$ cat src/common/tmc_pkg.sv
// Package: register map, field layout and mode encodings of the 8-bit timer
package tmc_pkg;

  // ****************************************
  // Register byte addresses
  // ****************************************
  localparam logic [11:0] TMC_CTRL_ADDR  = 12'h000;
  localparam logic [11:0] TMC_COUNT_ADDR = 12'h004;
  localparam logic [11:0] TMC_CMP_ADDR   = 12'h008;
  localparam logic [11:0] TMC_FLAG_ADDR  = 12'h00C;
  localparam logic [11:0] TMC_MASK_ADDR  = 12'h010;

  // ****************************************
  // Control register fields
  // ****************************************
  localparam int TMC_CS_LSB    = 0;
  localparam int TMC_WGM_LO    = 3;
  localparam int TMC_WGM_HI    = 6;
  localparam int TMC_COM_LSB   = 4;
  localparam int TMC_FORCE_BIT = 7;

  // Flag / mask bit positions
  localparam int TMC_OVF_BIT   = 0;
  localparam int TMC_CMP_BIT   = 1;

  // ****************************************
  // Values
  // ****************************************
  localparam logic [7:0] TMC_BOTTOM   = 8'h00;
  localparam logic [7:0] TMC_MAX      = 8'hFF;
  localparam logic [2:0] TMC_CS_STOP  = 3'h0;
  localparam logic [2:0] TMC_CS_DIV1  = 3'h1;
  localparam logic [2:0] TMC_CS_DIV8  = 3'h2;
  localparam logic [2:0] TMC_CS_DIV64 = 3'h3;
  localparam logic [2:0] TMC_CS_D256  = 3'h4;
  localparam logic [2:0] TMC_CS_D1024 = 3'h5;
  localparam logic [2:0] TMC_CS_EXTF  = 3'h6;
  localparam logic [9:0] TMC_PS_M8    = 10'h007;
  localparam logic [9:0] TMC_PS_M64   = 10'h03F;
  localparam logic [9:0] TMC_PS_M256  = 10'h0FF;
  localparam logic [9:0] TMC_PS_M1024 = 10'h3FF;
  localparam logic [7:0] TMC_ONE      = 8'h01;
  localparam logic [31:0] TMC_ZERO32  = 32'h0000_0000;

  // Waveform generation modes
  localparam logic [1:0] TMC_WGM_NORMAL = 2'h0;
  localparam logic [1:0] TMC_WGM_PCPWM  = 2'h1;
  localparam logic [1:0] TMC_WGM_CTC    = 2'h2;
  localparam logic [1:0] TMC_WGM_FAST   = 2'h3;

  // Compare output modes
  localparam logic [1:0] TMC_COM_OFF    = 2'h0;
  localparam logic [1:0] TMC_COM_TOGGLE = 2'h1;
  localparam logic [1:0] TMC_COM_CLEAR  = 2'h2;
  localparam logic [1:0] TMC_COM_SET    = 2'h3;

  // Control fields as one carrier
  typedef struct packed {
    logic [1:0] waveform_gen_mode;
    logic [1:0] compare_output_mode;
    logic [2:0] clock_source_select;
  } tmc_ctrl_t;

endpackage

$ cat src/hdl/tmc_timer.sv
// Design: 8-bit timer/counter with one compare channel and APB slave
//
// Overview of operation
// - Clock select zero gives no tick; the counter holds its value.
// - Each tick clears the counter or steps it by one up or down.
// - Count value readable and writable at any time.
// - A count write beats any clear or count in that cycle.
// - Two waveform mode bits select the counting sequence.
// - Overflow flag set at the mode's overflow point; usable as interrupt.
// - Eight-bit comparator flags match whenever count equals compare.
// - Match sets compare flag at the following tick.
// - Compare interrupt needs flag, enable bit and global enable.
// - Compare flag clears on service or on written one.
// - Output derived from match, modes, top and bottom.
// - Compare value double buffered only in PWM modes.
// - Buffered compare moves to active register at top only.
// - Software compare access goes to buffer when buffered, else active.
// - Force strobe updates output in non-PWM modes; no flag, no clear.
// - A count write blocks compare matches in the next tick cycle.
// - Output state kept across waveform mode changes.
// - Compare output mode bits act immediately, not buffered.
// - Output mode sets match action and whether the pin is driven.
// - Reset clears the output state to zero.
// - Bottom is 0x00, max 0xFF, top is max or compare.
// - Output mode zero leaves the output state untouched at match.
`timescale 1ns/1ns
`default_nettype none

module tmc_timer
  import tmc_pkg::*;
(
  // Clock and reset
  input  wire logic        sys_clk,
  input  wire logic        rst_n,
  // APB slave
  input  wire logic        psel,
  input  wire logic        penable,
  input  wire logic        pwrite,
  input  wire logic [11:0] paddr,
  input  wire logic [31:0] pwdata,
  output var  logic [31:0] prdata,
  output var  logic        pready,
  output var  logic        pslverr,
  // External tick source, synchronous
  input  wire logic        ext_clk_in,
  // Processor side interrupt handshake
  input  wire logic        global_irq_enable,
  input  wire logic        cmp_irq_ack,
  input  wire logic        ovf_irq_ack,
  output var  logic        cmp_irq,
  output var  logic        ovf_irq,
  // Compare output pin
  output var  logic        compare_output,
  output var  logic        compare_output_en
);

  // ****************************************
  // Reset release
  // ****************************************
  logic rst_meta_ff;
  logic rst_sync_ff;

  always_ff @(posedge sys_clk or negedge rst_n) begin
    if (!rst_n) begin
      rst_meta_ff <= 1'b0;
      rst_sync_ff <= 1'b0;
    end else begin
      rst_meta_ff <= 1'b1;
      rst_sync_ff <= rst_meta_ff;
    end
  end

  // ****************************************
  // Registers and state
  // ****************************************
  tmc_ctrl_t  ctrl_ff;
  logic [7:0] count_value_ff;
  logic [7:0] compare_value_ff;
  logic [7:0] cmp_buf_ff;
  logic       overflow_flag_ff;
  logic       compare_match_flag_ff;
  logic       compare_irq_enable_ff;
  logic       overflow_irq_enable_ff;
  logic       oc_state_ff;
  logic       dir_down_ff;
  logic       block_ff;
  logic [9:0] prescale_ff;
  logic       ext_prev_ff;

  // ****************************************
  // Decode helpers
  // ****************************************
  function automatic logic is_pwm(input logic [1:0] m);
    is_pwm = (m == TMC_WGM_PCPWM) || (m == TMC_WGM_FAST);
  endfunction

  function automatic logic bus_wr(input logic [11:0] a);
    bus_wr = psel && penable && pwrite && (paddr == a);
  endfunction

  logic       acc;
  logic       wr_ctrl;
  logic       wr_count;
  logic       wr_cmp;
  logic       wr_flag;
  logic       wr_mask;
  logic       force_req;
  logic       pwm_mode;
  logic [1:0] wgm;
  logic [1:0] com;

  assign acc       = psel && penable;
  assign wr_ctrl   = bus_wr(TMC_CTRL_ADDR);
  assign wr_count  = bus_wr(TMC_COUNT_ADDR);
  assign wr_cmp    = bus_wr(TMC_CMP_ADDR);
  assign wr_flag   = bus_wr(TMC_FLAG_ADDR);
  assign wr_mask   = bus_wr(TMC_MASK_ADDR);
  assign wgm       = ctrl_ff.waveform_gen_mode;
  assign com       = ctrl_ff.compare_output_mode;
  assign pwm_mode  = is_pwm(wgm);
  assign force_req = wr_ctrl && pwdata[TMC_FORCE_BIT]
                     && !is_pwm({pwdata[TMC_WGM_HI], pwdata[TMC_WGM_LO]});

  // ****************************************
  // Tick generation
  // ****************************************
  // Prescaler free-runs so tick phase is independent of count writes
  logic tick;
  logic ext_rise;

  assign ext_rise = ext_clk_in && !ext_prev_ff;

  always_ff @(posedge sys_clk or negedge rst_sync_ff) begin
    if (!rst_sync_ff) begin
      prescale_ff <= 10'h000;
      ext_prev_ff <= 1'b0;
    end else begin
      prescale_ff <= prescale_ff + 10'h001;
      ext_prev_ff <= ext_clk_in;
    end
  end

  always_comb begin
    case (ctrl_ff.clock_source_select)
      TMC_CS_STOP:  tick = 1'b0;
      TMC_CS_DIV1:  tick = 1'b1;
      TMC_CS_DIV8:  tick = (prescale_ff[2:0] == TMC_PS_M8[2:0]);
      TMC_CS_DIV64: tick = (prescale_ff[5:0] == TMC_PS_M64[5:0]);
      TMC_CS_D256:  tick = (prescale_ff[7:0] == TMC_PS_M256[7:0]);
      TMC_CS_D1024: tick = (prescale_ff == TMC_PS_M1024);
      TMC_CS_EXTF:  tick = !ext_clk_in && ext_prev_ff;
      default:      tick = ext_rise;
    endcase
  end

  // ****************************************
  // Counter unit
  // ****************************************
  logic [7:0] top_val;
  logic       at_top;
  logic       at_bottom;
  logic       match;

  assign top_val   = (wgm == TMC_WGM_CTC) ? compare_value_ff : TMC_MAX;
  assign at_top    = (count_value_ff == top_val);
  assign at_bottom = (count_value_ff == TMC_BOTTOM);
  assign match     = (count_value_ff == compare_value_ff);

  always_ff @(posedge sys_clk or negedge rst_sync_ff) begin
    if (!rst_sync_ff) begin
      count_value_ff <= TMC_BOTTOM;
    end else if (wr_count) begin
      count_value_ff <= pwdata[7:0];
    end else if (tick) begin
      case (wgm)
        TMC_WGM_CTC:   count_value_ff <= match ? TMC_BOTTOM : count_value_ff + TMC_ONE;
        TMC_WGM_PCPWM: count_value_ff <= (at_top || (dir_down_ff && !at_bottom))
                                         ? count_value_ff - TMC_ONE
                                         : count_value_ff + TMC_ONE;
        default:       count_value_ff <= count_value_ff + TMC_ONE;
      endcase
    end
  end

  // Direction for phase correct mode: turn at max and bottom
  always_ff @(posedge sys_clk or negedge rst_sync_ff) begin
    if (!rst_sync_ff) begin
      dir_down_ff <= 1'b0;
    end else if (wgm != TMC_WGM_PCPWM) begin
      dir_down_ff <= 1'b0;
    end else if (tick && !wr_count) begin
      if (at_top) begin
        dir_down_ff <= 1'b1;
      end else if (at_bottom) begin
        dir_down_ff <= 1'b0;
      end
    end
  end

  // Blocks matches through the tick cycle after a count write
  always_ff @(posedge sys_clk or negedge rst_sync_ff) begin
    if (!rst_sync_ff) begin
      block_ff <= 1'b0;
    end else if (wr_count) begin
      block_ff <= 1'b1;
    end else if (tick) begin
      block_ff <= 1'b0;
    end
  end

  logic match_ok;
  assign match_ok = match && !block_ff && tick;

  // ****************************************
  // Compare register, double buffered
  // ****************************************
  logic reload;
  assign reload = (wgm == TMC_WGM_FAST) ? (tick && at_top) : (tick && at_top && !wr_count);

  always_ff @(posedge sys_clk or negedge rst_sync_ff) begin
    if (!rst_sync_ff) begin
      compare_value_ff <= TMC_BOTTOM;
      cmp_buf_ff       <= TMC_BOTTOM;
    end else begin
      if (wr_cmp) begin
        cmp_buf_ff <= pwdata[7:0];
      end
      if (!pwm_mode) begin
        if (wr_cmp) begin
          compare_value_ff <= pwdata[7:0];
        end
      end else if (reload) begin
        compare_value_ff <= cmp_buf_ff;
      end
    end
  end

  // ****************************************
  // Flags and interrupts
  // ****************************************
  logic ovf_evt;
  assign ovf_evt = tick && !wr_count &&
                   ((wgm == TMC_WGM_PCPWM) ? (at_bottom && dir_down_ff) : at_top);

  always_ff @(posedge sys_clk or negedge rst_sync_ff) begin
    if (!rst_sync_ff) begin
      overflow_flag_ff      <= 1'b0;
      compare_match_flag_ff <= 1'b0;
    end else begin
      // Set wins over any clear in the same cycle
      if (ovf_evt) begin
        overflow_flag_ff <= 1'b1;
      end else if (ovf_irq_ack || (wr_flag && pwdata[TMC_OVF_BIT])) begin
        overflow_flag_ff <= 1'b0;
      end
      if (match_ok) begin
        compare_match_flag_ff <= 1'b1;
      end else if (cmp_irq_ack || (wr_flag && pwdata[TMC_CMP_BIT])) begin
        compare_match_flag_ff <= 1'b0;
      end
    end
  end

  always_ff @(posedge sys_clk or negedge rst_sync_ff) begin
    if (!rst_sync_ff) begin
      compare_irq_enable_ff  <= 1'b0;
      overflow_irq_enable_ff <= 1'b0;
      cmp_irq                <= 1'b0;
      ovf_irq                <= 1'b0;
    end else begin
      if (wr_mask) begin
        compare_irq_enable_ff  <= pwdata[TMC_CMP_BIT];
        overflow_irq_enable_ff <= pwdata[TMC_OVF_BIT];
      end
      cmp_irq <= compare_match_flag_ff && compare_irq_enable_ff && global_irq_enable
                 && !cmp_irq_ack;
      ovf_irq <= overflow_flag_ff && overflow_irq_enable_ff && global_irq_enable
                 && !ovf_irq_ack;
    end
  end

  // ****************************************
  // Control register
  // ****************************************
  always_ff @(posedge sys_clk or negedge rst_sync_ff) begin
    if (!rst_sync_ff) begin
      ctrl_ff <= '0;
    end else if (wr_ctrl) begin
      ctrl_ff.clock_source_select <= pwdata[TMC_CS_LSB +: 3];
      ctrl_ff.waveform_gen_mode   <= {pwdata[TMC_WGM_HI], pwdata[TMC_WGM_LO]};
      ctrl_ff.compare_output_mode <= pwdata[TMC_COM_LSB +: 2];
    end
  end

  // ****************************************
  // Waveform generator
  // ****************************************
  // Output state is never touched by a mode change, only by events
  logic nxt_oc_state;

  always_comb begin
    nxt_oc_state = oc_state_ff;
    if (force_req) begin
      case (pwdata[TMC_COM_LSB +: 2])
        TMC_COM_TOGGLE: nxt_oc_state = !oc_state_ff;
        TMC_COM_CLEAR:  nxt_oc_state = 1'b0;
        TMC_COM_SET:    nxt_oc_state = 1'b1;
        default:        nxt_oc_state = oc_state_ff;
      endcase
    end else if (tick && !wr_count) begin
      case (wgm)
        TMC_WGM_FAST: begin
          if (com[1] && match_ok) begin
            nxt_oc_state = com[0];
          end else if (com[1] && at_top) begin
            nxt_oc_state = !com[0];
          end
        end
        TMC_WGM_PCPWM: begin
          if (com[1] && match_ok) begin
            nxt_oc_state = dir_down_ff ? !com[0] : com[0];
          end else if (com[1] && at_bottom) begin
            nxt_oc_state = !com[0];
          end
        end
        default: begin
          if (match_ok) begin
            case (com)
              TMC_COM_TOGGLE: nxt_oc_state = !oc_state_ff;
              TMC_COM_CLEAR:  nxt_oc_state = 1'b0;
              TMC_COM_SET:    nxt_oc_state = 1'b1;
              default:        nxt_oc_state = oc_state_ff;
            endcase
          end
        end
      endcase
    end
  end

  always_ff @(posedge sys_clk or negedge rst_sync_ff) begin
    if (!rst_sync_ff) begin
      oc_state_ff       <= 1'b0;
      compare_output    <= 1'b0;
      compare_output_en <= 1'b0;
    end else begin
      oc_state_ff       <= nxt_oc_state;
      compare_output    <= nxt_oc_state;
      compare_output_en <= (com != TMC_COM_OFF);
    end
  end

  // ****************************************
  // APB slave
  // ****************************************
  logic [31:0] nxt_prdata;
  logic        mapped;

  always_comb begin
    nxt_prdata = TMC_ZERO32;
    mapped     = 1'b1;
    case (paddr)
      TMC_CTRL_ADDR: begin
        nxt_prdata[TMC_CS_LSB +: 3]  = ctrl_ff.clock_source_select;
        nxt_prdata[TMC_WGM_LO]       = ctrl_ff.waveform_gen_mode[0];
        nxt_prdata[TMC_WGM_HI]       = ctrl_ff.waveform_gen_mode[1];
        nxt_prdata[TMC_COM_LSB +: 2] = ctrl_ff.compare_output_mode;
      end
      TMC_COUNT_ADDR: nxt_prdata[7:0] = count_value_ff;
      TMC_CMP_ADDR:   nxt_prdata[7:0] = pwm_mode ? cmp_buf_ff : compare_value_ff;
      TMC_FLAG_ADDR: begin
        nxt_prdata[TMC_OVF_BIT] = overflow_flag_ff;
        nxt_prdata[TMC_CMP_BIT] = compare_match_flag_ff;
      end
      TMC_MASK_ADDR: begin
        nxt_prdata[TMC_OVF_BIT] = overflow_irq_enable_ff;
        nxt_prdata[TMC_CMP_BIT] = compare_irq_enable_ff;
      end
      default: mapped = 1'b0;
    endcase
  end

  // Zero wait states; pready flop is held high in every cycle
  always_ff @(posedge sys_clk or negedge rst_sync_ff) begin
    if (!rst_sync_ff) begin
      prdata  <= TMC_ZERO32;
      pready  <= 1'b1;
      pslverr <= 1'b0;
    end else begin
      prdata  <= (psel && !penable && !pwrite) ? nxt_prdata : prdata;
      pready  <= 1'b1;
      pslverr <= psel && !penable && !mapped;
    end
  end
endmodule

`default_nettype wire

$ cat config.mk
export PLATFORM = sky130hd
export DESIGN_NAME = tmc_timer
export DESIGN_NICKNAME = d
export VERILOG_FILES = /design/src/common/tmc_pkg.sv /design/src/hdl/tmc_timer.sv
export SDC_FILE = /design/constraint.sdc
export NUM_CORES = 1
export LEC_CHECK = 0
export BUFFER_PORTS_ARGS = -buffer_cell sky130_fd_sc_hd__buf_4
export CAP_MARGIN = 10
export CORE_MARGIN = 4
export CORE_UTILIZATION = 40
export CTS_CLUSTER_DIAMETER = 150
export CTS_CLUSTER_SIZE = 10
export DETAILED_ROUTE_END_ITERATION = 10
export HOLD_SLACK_MARGIN = 0.05
export PLACE_DENSITY = 0.6
export SYNTH_ARGS = -nofsm -noshare
export SYNTH_HDL_FRONTEND = slang
export SYNTH_SLANG_ARGS = --single-unit
$ cat constraint.sdc
create_clock -name sys_clk -period 2.1 [get_ports sys_clk]
set_input_delay 0.105 -clock sys_clk [delete_from_list [all_inputs] [get_ports sys_clk]]
set_output_delay 0.105 -clock sys_clk [all_outputs]
set_load 0.1 [all_outputs]
==> reports/qor.csv, run 1 <==
stage,metric,value,unit
sta,timing.fmax,0.424,GHz
floorplanning,initial_core_util,41.8,%
place,dp_hpwl,8.05,mm
setup_path,crit_buf_inv,1,
synthesis,syn_area,3940,um^2
drt,drcViolationCount,0,
clock_network,path_clk_slew,0.08,ns
sta,slew_violations,0,
status,status,"complete, but fails checks",
finish,final_common_cell,buf_4,
drt,drt_iter0_markers,187,
setup_path,critPathMaxStageDelay,0.45,ns
synthesis,synth.distinct_cells,60,
synthesis,ys_top_cells_by_area,"dfrtp_1 40%, nand2_1 6.0%, buf_4 5.0%",
clock_network,cts_buffer_depth,2,
drt,ant_nets,0,
drt,post_drt_wl_per_cell,16.5,um
grt,grt_use_total,19.9,%
finish,utilization,56.4,%
pwr,power_per_cell_area,515,nW/um^2
synthesis,synth_top_area_share,40.0,%
clock_network,cts_tree,built,
clock_network,htreeDepth,3,
synthesis,synth_seq_cells,63,
sta,grt_setup_unrepaired,true,
setup_path,worstSetupPathType,reg -> reg,
drt,wl_met3,652,um
finish,final_nets,609,
finish,fillCellCount,849,
setup_path,crit_family,compound AO/OA/AOI/OAI gates,
finish,area_delta_synth_final,34.8,%
floorplanning,dieArea,11500,um^2
finish,diodes,0,
sta,min_period,2.36,ns
grt,grt-ovfl-total,0,
drt,wl_met2,5.34,mm
place,portBuffers,41,
clock_network,cts_buffers,9,
finish,multi_input_area,2230,um^2
clock_network,cts_root_buf,clkbuf_8,
drt,routed_wl,11.2,mm
sta,fin_worst_skew,0.00640,ns
job,maxCapViolCount,0,
synthesis,synthFlopType,dfrtp_1,
sta,period_share,112,%
synthesis,yosysTopAreaCell,dfrtp_1,
drt,avgViaCountPerCell,5.28,
floorplanning,core,9420,um^2
grt,grt_first_pass_wirelength,18.0,mm
sta,setup_ws,-0.257,ns
finish,seq_area,1580,um^2
setup_path,critPathLaunchType,register,
synthesis,synth-edff-count,0,
synthesis,seq_area_frac_synth,40.0,%
drt,dr.pass1.iters,4,
grt,grt_max_degree,62,
finish,drive_above_1_share,34.7,%
synthesis,yosysWarnings,0,
clock_network,clock_latency,0.35,ns
synthesis,synthesis.instances,425,
setup_path,worstPathRequired,2.33,ns
setup_path,cp_data_arrival_time,2.59,ns
sta,slew_headroom,62.1,%
place,routabilityCongestion,0.869,
sta,setup_viol,16,
sta,finalHoldViolCount,0,
clock_network,clock-sinks,63,
setup_path,cp_cell_sequence,"xor2_2, nor4_4, buf_4, a311oi_2, a221o_2, a221o_1, a22oi_2, o21ai_1",
sta,worst-slew-pin-transition,0.566,ns
sta,tns,-1.86,ns
drt,vias,3589,
floorplanning,fp-row-count,35,
sta,hold-worst-slack,0.0683,ns
grt,grt_pass1_vias,3461,
finish,final_cell_mix,"109 x buf_4, 62 x nand2_1, 61 x dfrtp_1",
grt,antenna_found_initial,0,
pwr,max-vdd-ir-drop,382,uV
floorplanning,die_w,107,um
drt,highest_layer,met4,
pwr,fin_total_pwr,2.73,mW
min_path,hold_class,in -> reg,
setup_path,slowest_stage,a221o_2,
setup_path,end_kind,register,
synthesis,synthArstFlopShare,100,%
pwr,p_leak,2.50,nW
floorplanning,pin_count,91,
synthesis,synth.avg_cell_area,9.26,um^2
setup_path,crit_fanout,8,
drt,met1Wirelength,5.01,mm
status,violations,setup timing,
floorplanning,die_h,107,um
worst register-to-register path, cell delays in order, from the launching register on:
cell and delay [ns]:
dfrtp_1 0.41, xor2_2 0.20, nor4_4 0.30, buf_4 0.16, a311oi_2 0.11, a221o_2 0.45, a221o_1 0.35, a22oi_2 0.20
o21ai_1 0.07
Yosys cell counts (6+ instances only):
library cell  number
o21ai_0           20
mux2_2            12
a31oi_1            6
buf_2              7
a21oi_1           23
a221oi_1           7
clkbuf_1           8
ha_1              10
nand3_1           13
buf_4             26
xnor2_1            7
inv_1             17
nor2_1            21
nand2_1           63
a211oi_1           6
and3_1             8
mux2_1             8
dfrtp_1           63
xor2_1             7
nor3_1             9
sequential cells by signal (all words and copies together) (netlist names), 2 cells and up:
signal,cells
prescale_ff,10
cmp_buf_ff,8
compare_value_ff,8
count_value_ff,8
prdata,8
ctrl_ff,3
com,2
wgm,2
timing repair:
action	in CTS	in global routing
endpoints found under the setup margin	16	21
hold buffers	15	0
setup buffers	6	5
endpoints found under the hold margin	21	0
pin swaps	18	9
gates resized for setup	14	13
path summary, 6_finish.rpt:
check / slack (ns) / startpoint / cells past startpoint / to
max reg2reg: -0.26 / count_value_ff[7]$_DFFE_PN0P_ / 8 / count_value_ff[5]$_DFFE_PN0P_
min reg2reg: 0.26 / rst_sync_ff$_DFF_PN0_ / 1 / count_value_ff[2]$_DFFE_PN0P_
min: 0.07 / pwdata[1] / 2 / cmp_buf_ff[1]$_DFFE_PN0P_
max in group asynchronous: 1.36 / rst_n / 3 / rst_sync_ff$_DFF_PN0_
max: -0.26 / count_value_ff[7]$_DFFE_PN0P_ / 8 / count_value_ff[5]$_DFFE_PN0P_
min in group asynchronous: 0.26 / rst_sync_ff$_DFF_PN0_ / 1 / count_value_ff[2]$_DFFE_PN0P_
where the power goes:
part	switching, mW	internal (mW)	total [mW]
clock network	0.534	0.550	1.08
logic	0.312	0.109	0.420
registers	0.00658	1.22	1.23
total	0.852	1.88	2.73
metrics by stage:
step / area (um^2) / cells / worst slack, ns
5_1_grt: 5310 / 680 / -0.320
3_5_place_dp: 4760 / 638 / -0.290
2_1_floorplan: 4070 / 449 / -0.166
6_report: 5310 / 680 / -0.257
4_1_cts: 5200 / 675 / -0.250
3_3_place_gp: 4760 / 638 / -0.254
logic make-up after synthesis:
| family | synth area share (%) |
|---|---|
| AO/OA/AOI/OAI | 17.5 |
| XOR/XNOR | 3.53 |
| adder cells (fa/ha/maj) | 3.18 |
| buffers and inverters | 9.09 |
| flip-flops | 40.0 |
| multiplexers | 6.48 |
| other | 0.191 |
| AND/OR/NAND/NOR | 20.0 |
cell type report:
| type | count | share of cell area (%) |
|---|---|---|
| clock buffer | 9 | 2.33 |
| clock inverter | 7 | 1.37 |
| timing repair buffer | 130 | 20.2 |
| multi-input combinational | 325 | 42.1 |
| sequential | 63 | 29.8 |
| inverter | 17 | 1.20 |
| tap | 129 | 3.04 |
per-layer routing:
layer / global-route usage [%] / vias to the layer above
met3: 4.21 / 15
met1: 27.3 / 1749
met5: 0 / -
li1: - / 1708
met2: 31.6 / 117
met4: 6.12 / 0
(Power assumes the default switching activity.)
==> inputs of run 2 (changes only) <==
--- a/config.mk
+++ b/config.mk
@@ -8,12 +8,13 @@
 export BUFFER_PORTS_ARGS = -buffer_cell sky130_fd_sc_hd__buf_4
 export CAP_MARGIN = 10
 export CORE_MARGIN = 4
-export CORE_UTILIZATION = 40
+export CORE_UTILIZATION = 55
 export CTS_CLUSTER_DIAMETER = 150
 export CTS_CLUSTER_SIZE = 10
 export DETAILED_ROUTE_END_ITERATION = 10
+export GPL_ROUTABILITY_DRIVEN = 0
 export HOLD_SLACK_MARGIN = 0.05
-export PLACE_DENSITY = 0.6
+export PLACE_DENSITY = 0.79
 export SYNTH_ARGS = -nofsm -noshare
 export SYNTH_HDL_FRONTEND = slang
 export SYNTH_SLANG_ARGS = --single-unit
==> run 2 against run 1 <==
Net effect:
- global-route usage increased by 8.0 points
- non-clock buffer count is 4 lower
- largest cell class unchanged
- highest routed layer unchanged
- the run still ends with setup timing left
- clock power up 6%
- clock-buffer cell count increased by 2
==> reports/qor.csv, run 2 (synthesized netlist as in run 1, its figures left out) <==
stage,metric,value,unit
status,status,"complete, but fails checks",
status,violations,setup timing,
sta,tns,-4.11,ns
grt,use_met3,5.93,%
finish,top_register,prescale_ff,
floorplanning,die_w,92.6,um
sta,worst-slew-pin-transition,0.604,ns
pwr,power_per_cell_area,527,nW/um^2
min_path,hold_class,in -> async,
finish,multi_input_area,2350,um^2
job,maxCapViolCount,0,
floorplanning,dieArea,8580,um^2
setup_path,r2r_end,count_value_ff[6]$_DFFE_PN0P_,
sta,setup_viol,20,
floorplanning,die_h,92.6,um
sta,grt_setup_unrepaired,true,
sta,finalHoldViolCount,0,
clock_network,cts_root_buf,clkbuf_8,
clock_network,htreeDepth,3,
setup_path,worstPathRequired,2.34,ns
place,portBuffers,41,
sta,period_share,122,%
clock_network,cts_buffer_depth,2,
sta,timing.fmax,0.390,GHz
setup_path,rrSetupSlack,-0.47,ns
drt,ant_nets,0,
setup_path,rr_worst_depth,7,
floorplanning,pin_count,91,
sta,fin_worst_skew,0.0139,ns
grt,grt-ovfl-total,0,
sta,setup_ws,-0.466,ns
setup_path,cp-startpoint,count_value_ff[7]$_DFFE_PN0P_,
setup_path,critPathLaunchType,register,
sta,min_period,2.57,ns
finish,area_delta_synth_final,35.1,%
grt,grtUsageMet1,35.3,%
finish,drive_above_1_share,35.3,%
setup_path,crit_fanout,8,
grt,antenna_found_initial,0,
grt,busiest_layer,met2,
drt,dr.pass1.iters,5,
drt,avgViaCountPerCell,6.34,
floorplanning,initial_core_util,57.3,%
floorplanning,core,6870,um^2
sta,slew_headroom,59.4,%
clock_network,clock-sinks,63,
pwr,max-vdd-ir-drop,443,uV
clock_network,cts_tree,built,
place,dpl_cell_area,4720,um^2
clock_network,path_clk_slew,0.08,ns
drt,drcViolationCount,0,
grt,grt_max_degree,62,
floorplanning,fp-row-count,30,
finish,final_nets,605,
setup_path,r2r-start,count_value_ff[7]$_DFFE_PN0P_,
drt,vias,4073,
drt,post_drt_wl_per_cell,20.9,um
finish,final_common_cell,buf_4,
setup_path,end_kind,register,
finish,seq_area,1580,um^2
setup_path,cp_data_arrival_time,2.80,ns
grt,grt_pass1_vias,3778,
grt,grt_first_pass_wirelength,18.7,mm
drt,routed_wl,13.4,mm
sta,slew_violations,0,
pwr,p_leak,2.52,nW
finish,final_cell_mix,"108 x buf_4, 63 x nand2_1, 62 x dfrtp_1",
grt,grt_use_total,27.9,%
setup_path,worstSetupPathType,reg -> reg,
finish,fillCellCount,418,
place,dp_hpwl,8.03,mm
finish,diodes,0,
grt,use_met2,43.6,%
clock_network,cts_buffers,9,
clock_network,clock_latency,0.35,ns
finish,largest_register_ffs,10,
finish,final_area,5320,um^2
drt,drt_iter0_markers,595,
[run 2: final cells by class]
class / instances / share of cell area [%]
clock inverters: 4 / 1.36
well taps: 96 / 2.26
inverters: 17 / 1.20
flip-flops and latches: 63 / 29.7
multi-input cells: 325 / 44.1
clock buffers: 11 / 2.47
repair buffers: 126 / 18.9
[run 2: worst max-delay path: stages (launching register included)]
cell      delay (ns)
dfrtp_1         0.40
xor2_1          0.20
nor4_4          0.46
a311oi_4        0.19
a221o_2         0.46
a221oi_1        0.38
o22ai_1         0.17
a21o_1          0.18
[run 2: per-layer routing]
metal  share of wire [%]  wire (um)
met4                 7.2        966
met2                  45       5970
met5                   0          0
met3                  12       1670
met1                  36       4800
[run 2: metrics by stage]
step	power, mW	worst slack [ns]	std cells	hold slack [ns]	util [%]
after floorplan	1.57	-0.166	449	-0.191	-
after global placement	1.63	-0.168	608	-0.112	68.7
after detailed placement	1.63	-0.256	608	-0.110	68.7
after CTS	2.79	-0.213	641	0.0559	75.6
after global routing	2.88	-0.600	642	0.0719	77.4
final	2.80	-0.466	642	0.0691	77.4
[run 2: how the worst max path moves through the flow]
stage	endpoint	slack [ns]	cells past startpoint
finish	count_value_ff[6]$_DFFE_PN0P_	-0.47	7
detailed placement	count_value_ff[4]$_DFFE_PN0P_	-0.26	8
floorplan	count_value_ff[4]$_DFFE_PN0P_	-0.17	8
global route	count_value_ff[6]$_DFFE_PN0P_	-0.60	8
CTS	count_value_ff[4]$_DFFE_PN0P_	-0.21	7
global placement	count_value_ff[4]$_DFFE_PN0P_	-0.17	7
[run 2: where the power goes]
| group | switching (mW) | internal [mW] |
|---|---|---|
| sequential | 0.00905 | 1.22 |
| clock | 0.484 | 0.661 |
| combinational | 0.326 | 0.102 |
| total | 0.820 | 1.98 |
[run 2: what timing repair did]
action / 4_1_cts / 5_1_grt
endpoints found under the hold margin: 15 / 0
endpoints found under the setup margin: 16 / 20
gates resized for setup: 21 / 22
pin swaps: 14 / 17
hold buffers: 12 / 0
buffers inserted: 6 / 2
==> inputs of run 3 (changes only) <==
==> constraint.sdc (replaced) <==
create_clock -name sys_clk -period 2.1 [get_ports sys_clk]
set_input_delay 0.42 -clock sys_clk [delete_from_list [all_inputs] [get_ports sys_clk]]
set_output_delay 0.42 -clock sys_clk [all_outputs]
set_load 0.1 [all_outputs]
==> run 3 against run 2 <==
Net effect:
- the flow still finishes with violations (setup timing)
- utilization increased by 0.56 points
- non-clock buffer count is 7 higher
- wire length fell by 6.5%
- total power fell by 2.0%
- sequential share of layout area shrank 0.17 points
- maximum frequency is 4.3% higher
- clock-buffer cell count increased by 1
- critical path type unchanged
- largest power group unchanged
- highest routed layer unchanged
==> reports/qor.csv, run 3 (synthesized netlist as in run 1, its figures left out) <==
stage,metric,value,unit
pwr,power_per_cell_area,513,nW/um^2
sta,fin_worst_skew,0.0132,ns
place,dpl_cell_area,4820,um^2
drt,dr.pass1.iters,7,
clock_network,path_clk_slew,0.08,ns
finish,top_register,prescale_ff,
pwr,p_leak,2.55,nW
grt,antenna_found_initial,0,
sta,setup_ws,-0.360,ns
finish,final_cell_mix,"125 x buf_4, 61 x nand2_1, 60 x dfrtp_1",
setup_path,crit_fanout,8,
floorplanning,initial_core_util,57.3,%
clock_network,cts_buffers,9,
setup_path,rrSetupSlack,-0.36,ns
drt,routed_wl,12.5,mm
grt,grt_use_total,27.7,%
finish,final_area,5360,um^2
floorplanning,fp-row-count,30,
finish,area_delta_synth_final,36.1,%
status,status,"complete, but fails checks",
drt,drcViolationCount,0,
grt,grt_first_pass_wirelength,18.6,mm
floorplanning,die_h,92.6,um
drt,ant_nets,0,
finish,seq_area,1580,um^2
grt,grt-ovfl-total,0,
place,portBuffers,41,
sta,finalHoldViolCount,0,
setup_path,end_kind,register,
finish,layoutNonFillerInstCount,649,
setup_path,critPathLaunchType,register,
sta,tns,-3.80,ns
pwr,max-vdd-ir-drop,535,uV
grt,grt_pass1_vias,3855,
clock_network,cts_tree,built,
grt,grt_max_degree,48,
min_path,hold_class,reg -> async,
floorplanning,pin_count,91,
finish,largest_register_ffs,10,
finish,final_nets,612,
finish,final_common_cell,buf_4,
place,place_ws,-0.376,ns
place,dp.cells,616,
drt,drt_iter0_markers,400,
finish,multi_input_area,2360,um^2
clock_network,clock-sinks,63,
sta,grt_setup_unrepaired,true,
floorplanning,dieArea,8580,um^2
sta,min_period,2.46,ns
finish,diodes,0,
sta,slew_violations,0,
sta,period_share,117,%
clock_network,cts_root_buf,clkbuf_8,
status,violations,setup timing,
drt,avgViaCountPerCell,5.97,
clock_network,cts_buffer_depth,2,
sta,setup_viol,18,
place,dp_hpwl,8.00,mm
setup_path,cp_data_arrival_time,2.69,ns
finish,fillCellCount,428,
drt,vias,3875,
clock_network,clock_latency,0.35,ns
setup_path,worstPathRequired,2.33,ns
drt,post_drt_wl_per_cell,19.3,um
floorplanning,die_w,92.6,um
finish,drive_above_1_share,39.4,%
sta,timing.fmax,0.407,GHz
job,maxCapViolCount,0,
floorplanning,core,6870,um^2
clock_network,htreeDepth,3,
setup_path,worstSetupPathType,reg -> reg,
run 3: critical path, cell delays in order, from the launching register on:
cell and delay (ns):
dfrtp_1 0.43, buf_4 0.16, buf_4 0.11, nand2_1 0.11, nor4_4 0.32, a311oi_2 0.12
a221o_2 0.50, a221o_1 0.33, a22oi_1 0.19, o21ai_1 0.08
run 3: where the power goes:
group          leakage, nW  internal (mW)  total (mW)  switching, mW
clock network       0.0985          0.605        1.10          0.494
logic                 1.64         0.0987       0.413          0.315
registers            0.818           1.22        1.24         0.0145
total                 2.55           1.93        2.75          0.823
run 3: cell type report:
class / instances / area share [%]
multi-input combinational: 325 / 44.0
sequential: 63 / 29.5
timing repair buffer: 133 / 19.3
clock buffer: 12 / 2.90
tap: 96 / 2.24
inverter: 17 / 1.19
clock inverter: 3 / 0.794
run 3: repair_timing:
action	4_1_cts	5_1_grt
cloned	0	0
hold buffers	1	0
endpoints found under the hold margin	2	0
gates resized for setup	22	21
setup buffers	10	8
pin swaps	22	9
setup endpoints to repair	20	23
run 3: layer usage:
metal | track usage (%) | vias up | share of wire, %
met5 | 0 | - | 0
met4 | 14.2 | 0 | 5.5
met3 | 7.47 | 78 | 8.5
met2 | 44.2 | 238 | 47
met1 | 34.4 | 1847 | 39
li1 | - | 1712 | -
run 3: final timing paths:
check                                              start                            end  depth (start not counted)
min reg2reg                        rst_sync_ff$_DFF_PN0_       prescale_ff[0]$_DFF_PN0_                          0
max                        count_value_ff[5]$_DFFE_PN0P_  count_value_ff[5]$_DFFE_PN0P_                          9
min in group sys_clk                          ext_clk_in          ext_prev_ff$_DFF_PN0_                          1
max in group asynchronous          rst_sync_ff$_DFF_PN0_      cmp_buf_ff[3]$_DFFE_PN0P_                          1
max reg2reg                count_value_ff[5]$_DFFE_PN0P_  count_value_ff[5]$_DFFE_PN0P_                          9
min                                rst_sync_ff$_DFF_PN0_       prescale_ff[0]$_DFF_PN0_                          0
run 3: through the flow:
step / power [mW] / utilization, % / hold slack (ns)
6_report: 2.75 / 78.0 / 0.163
5_1_grt: 2.82 / 78.0 / 0.182
4_1_cts: 2.73 / 75.6 / 0.179
3_5_place_dp: 1.65 / 70.2 / 0.182
3_3_place_gp: 1.64 / 70.2 / 0.174
2_1_floorplan: 1.58 / - / 0.124
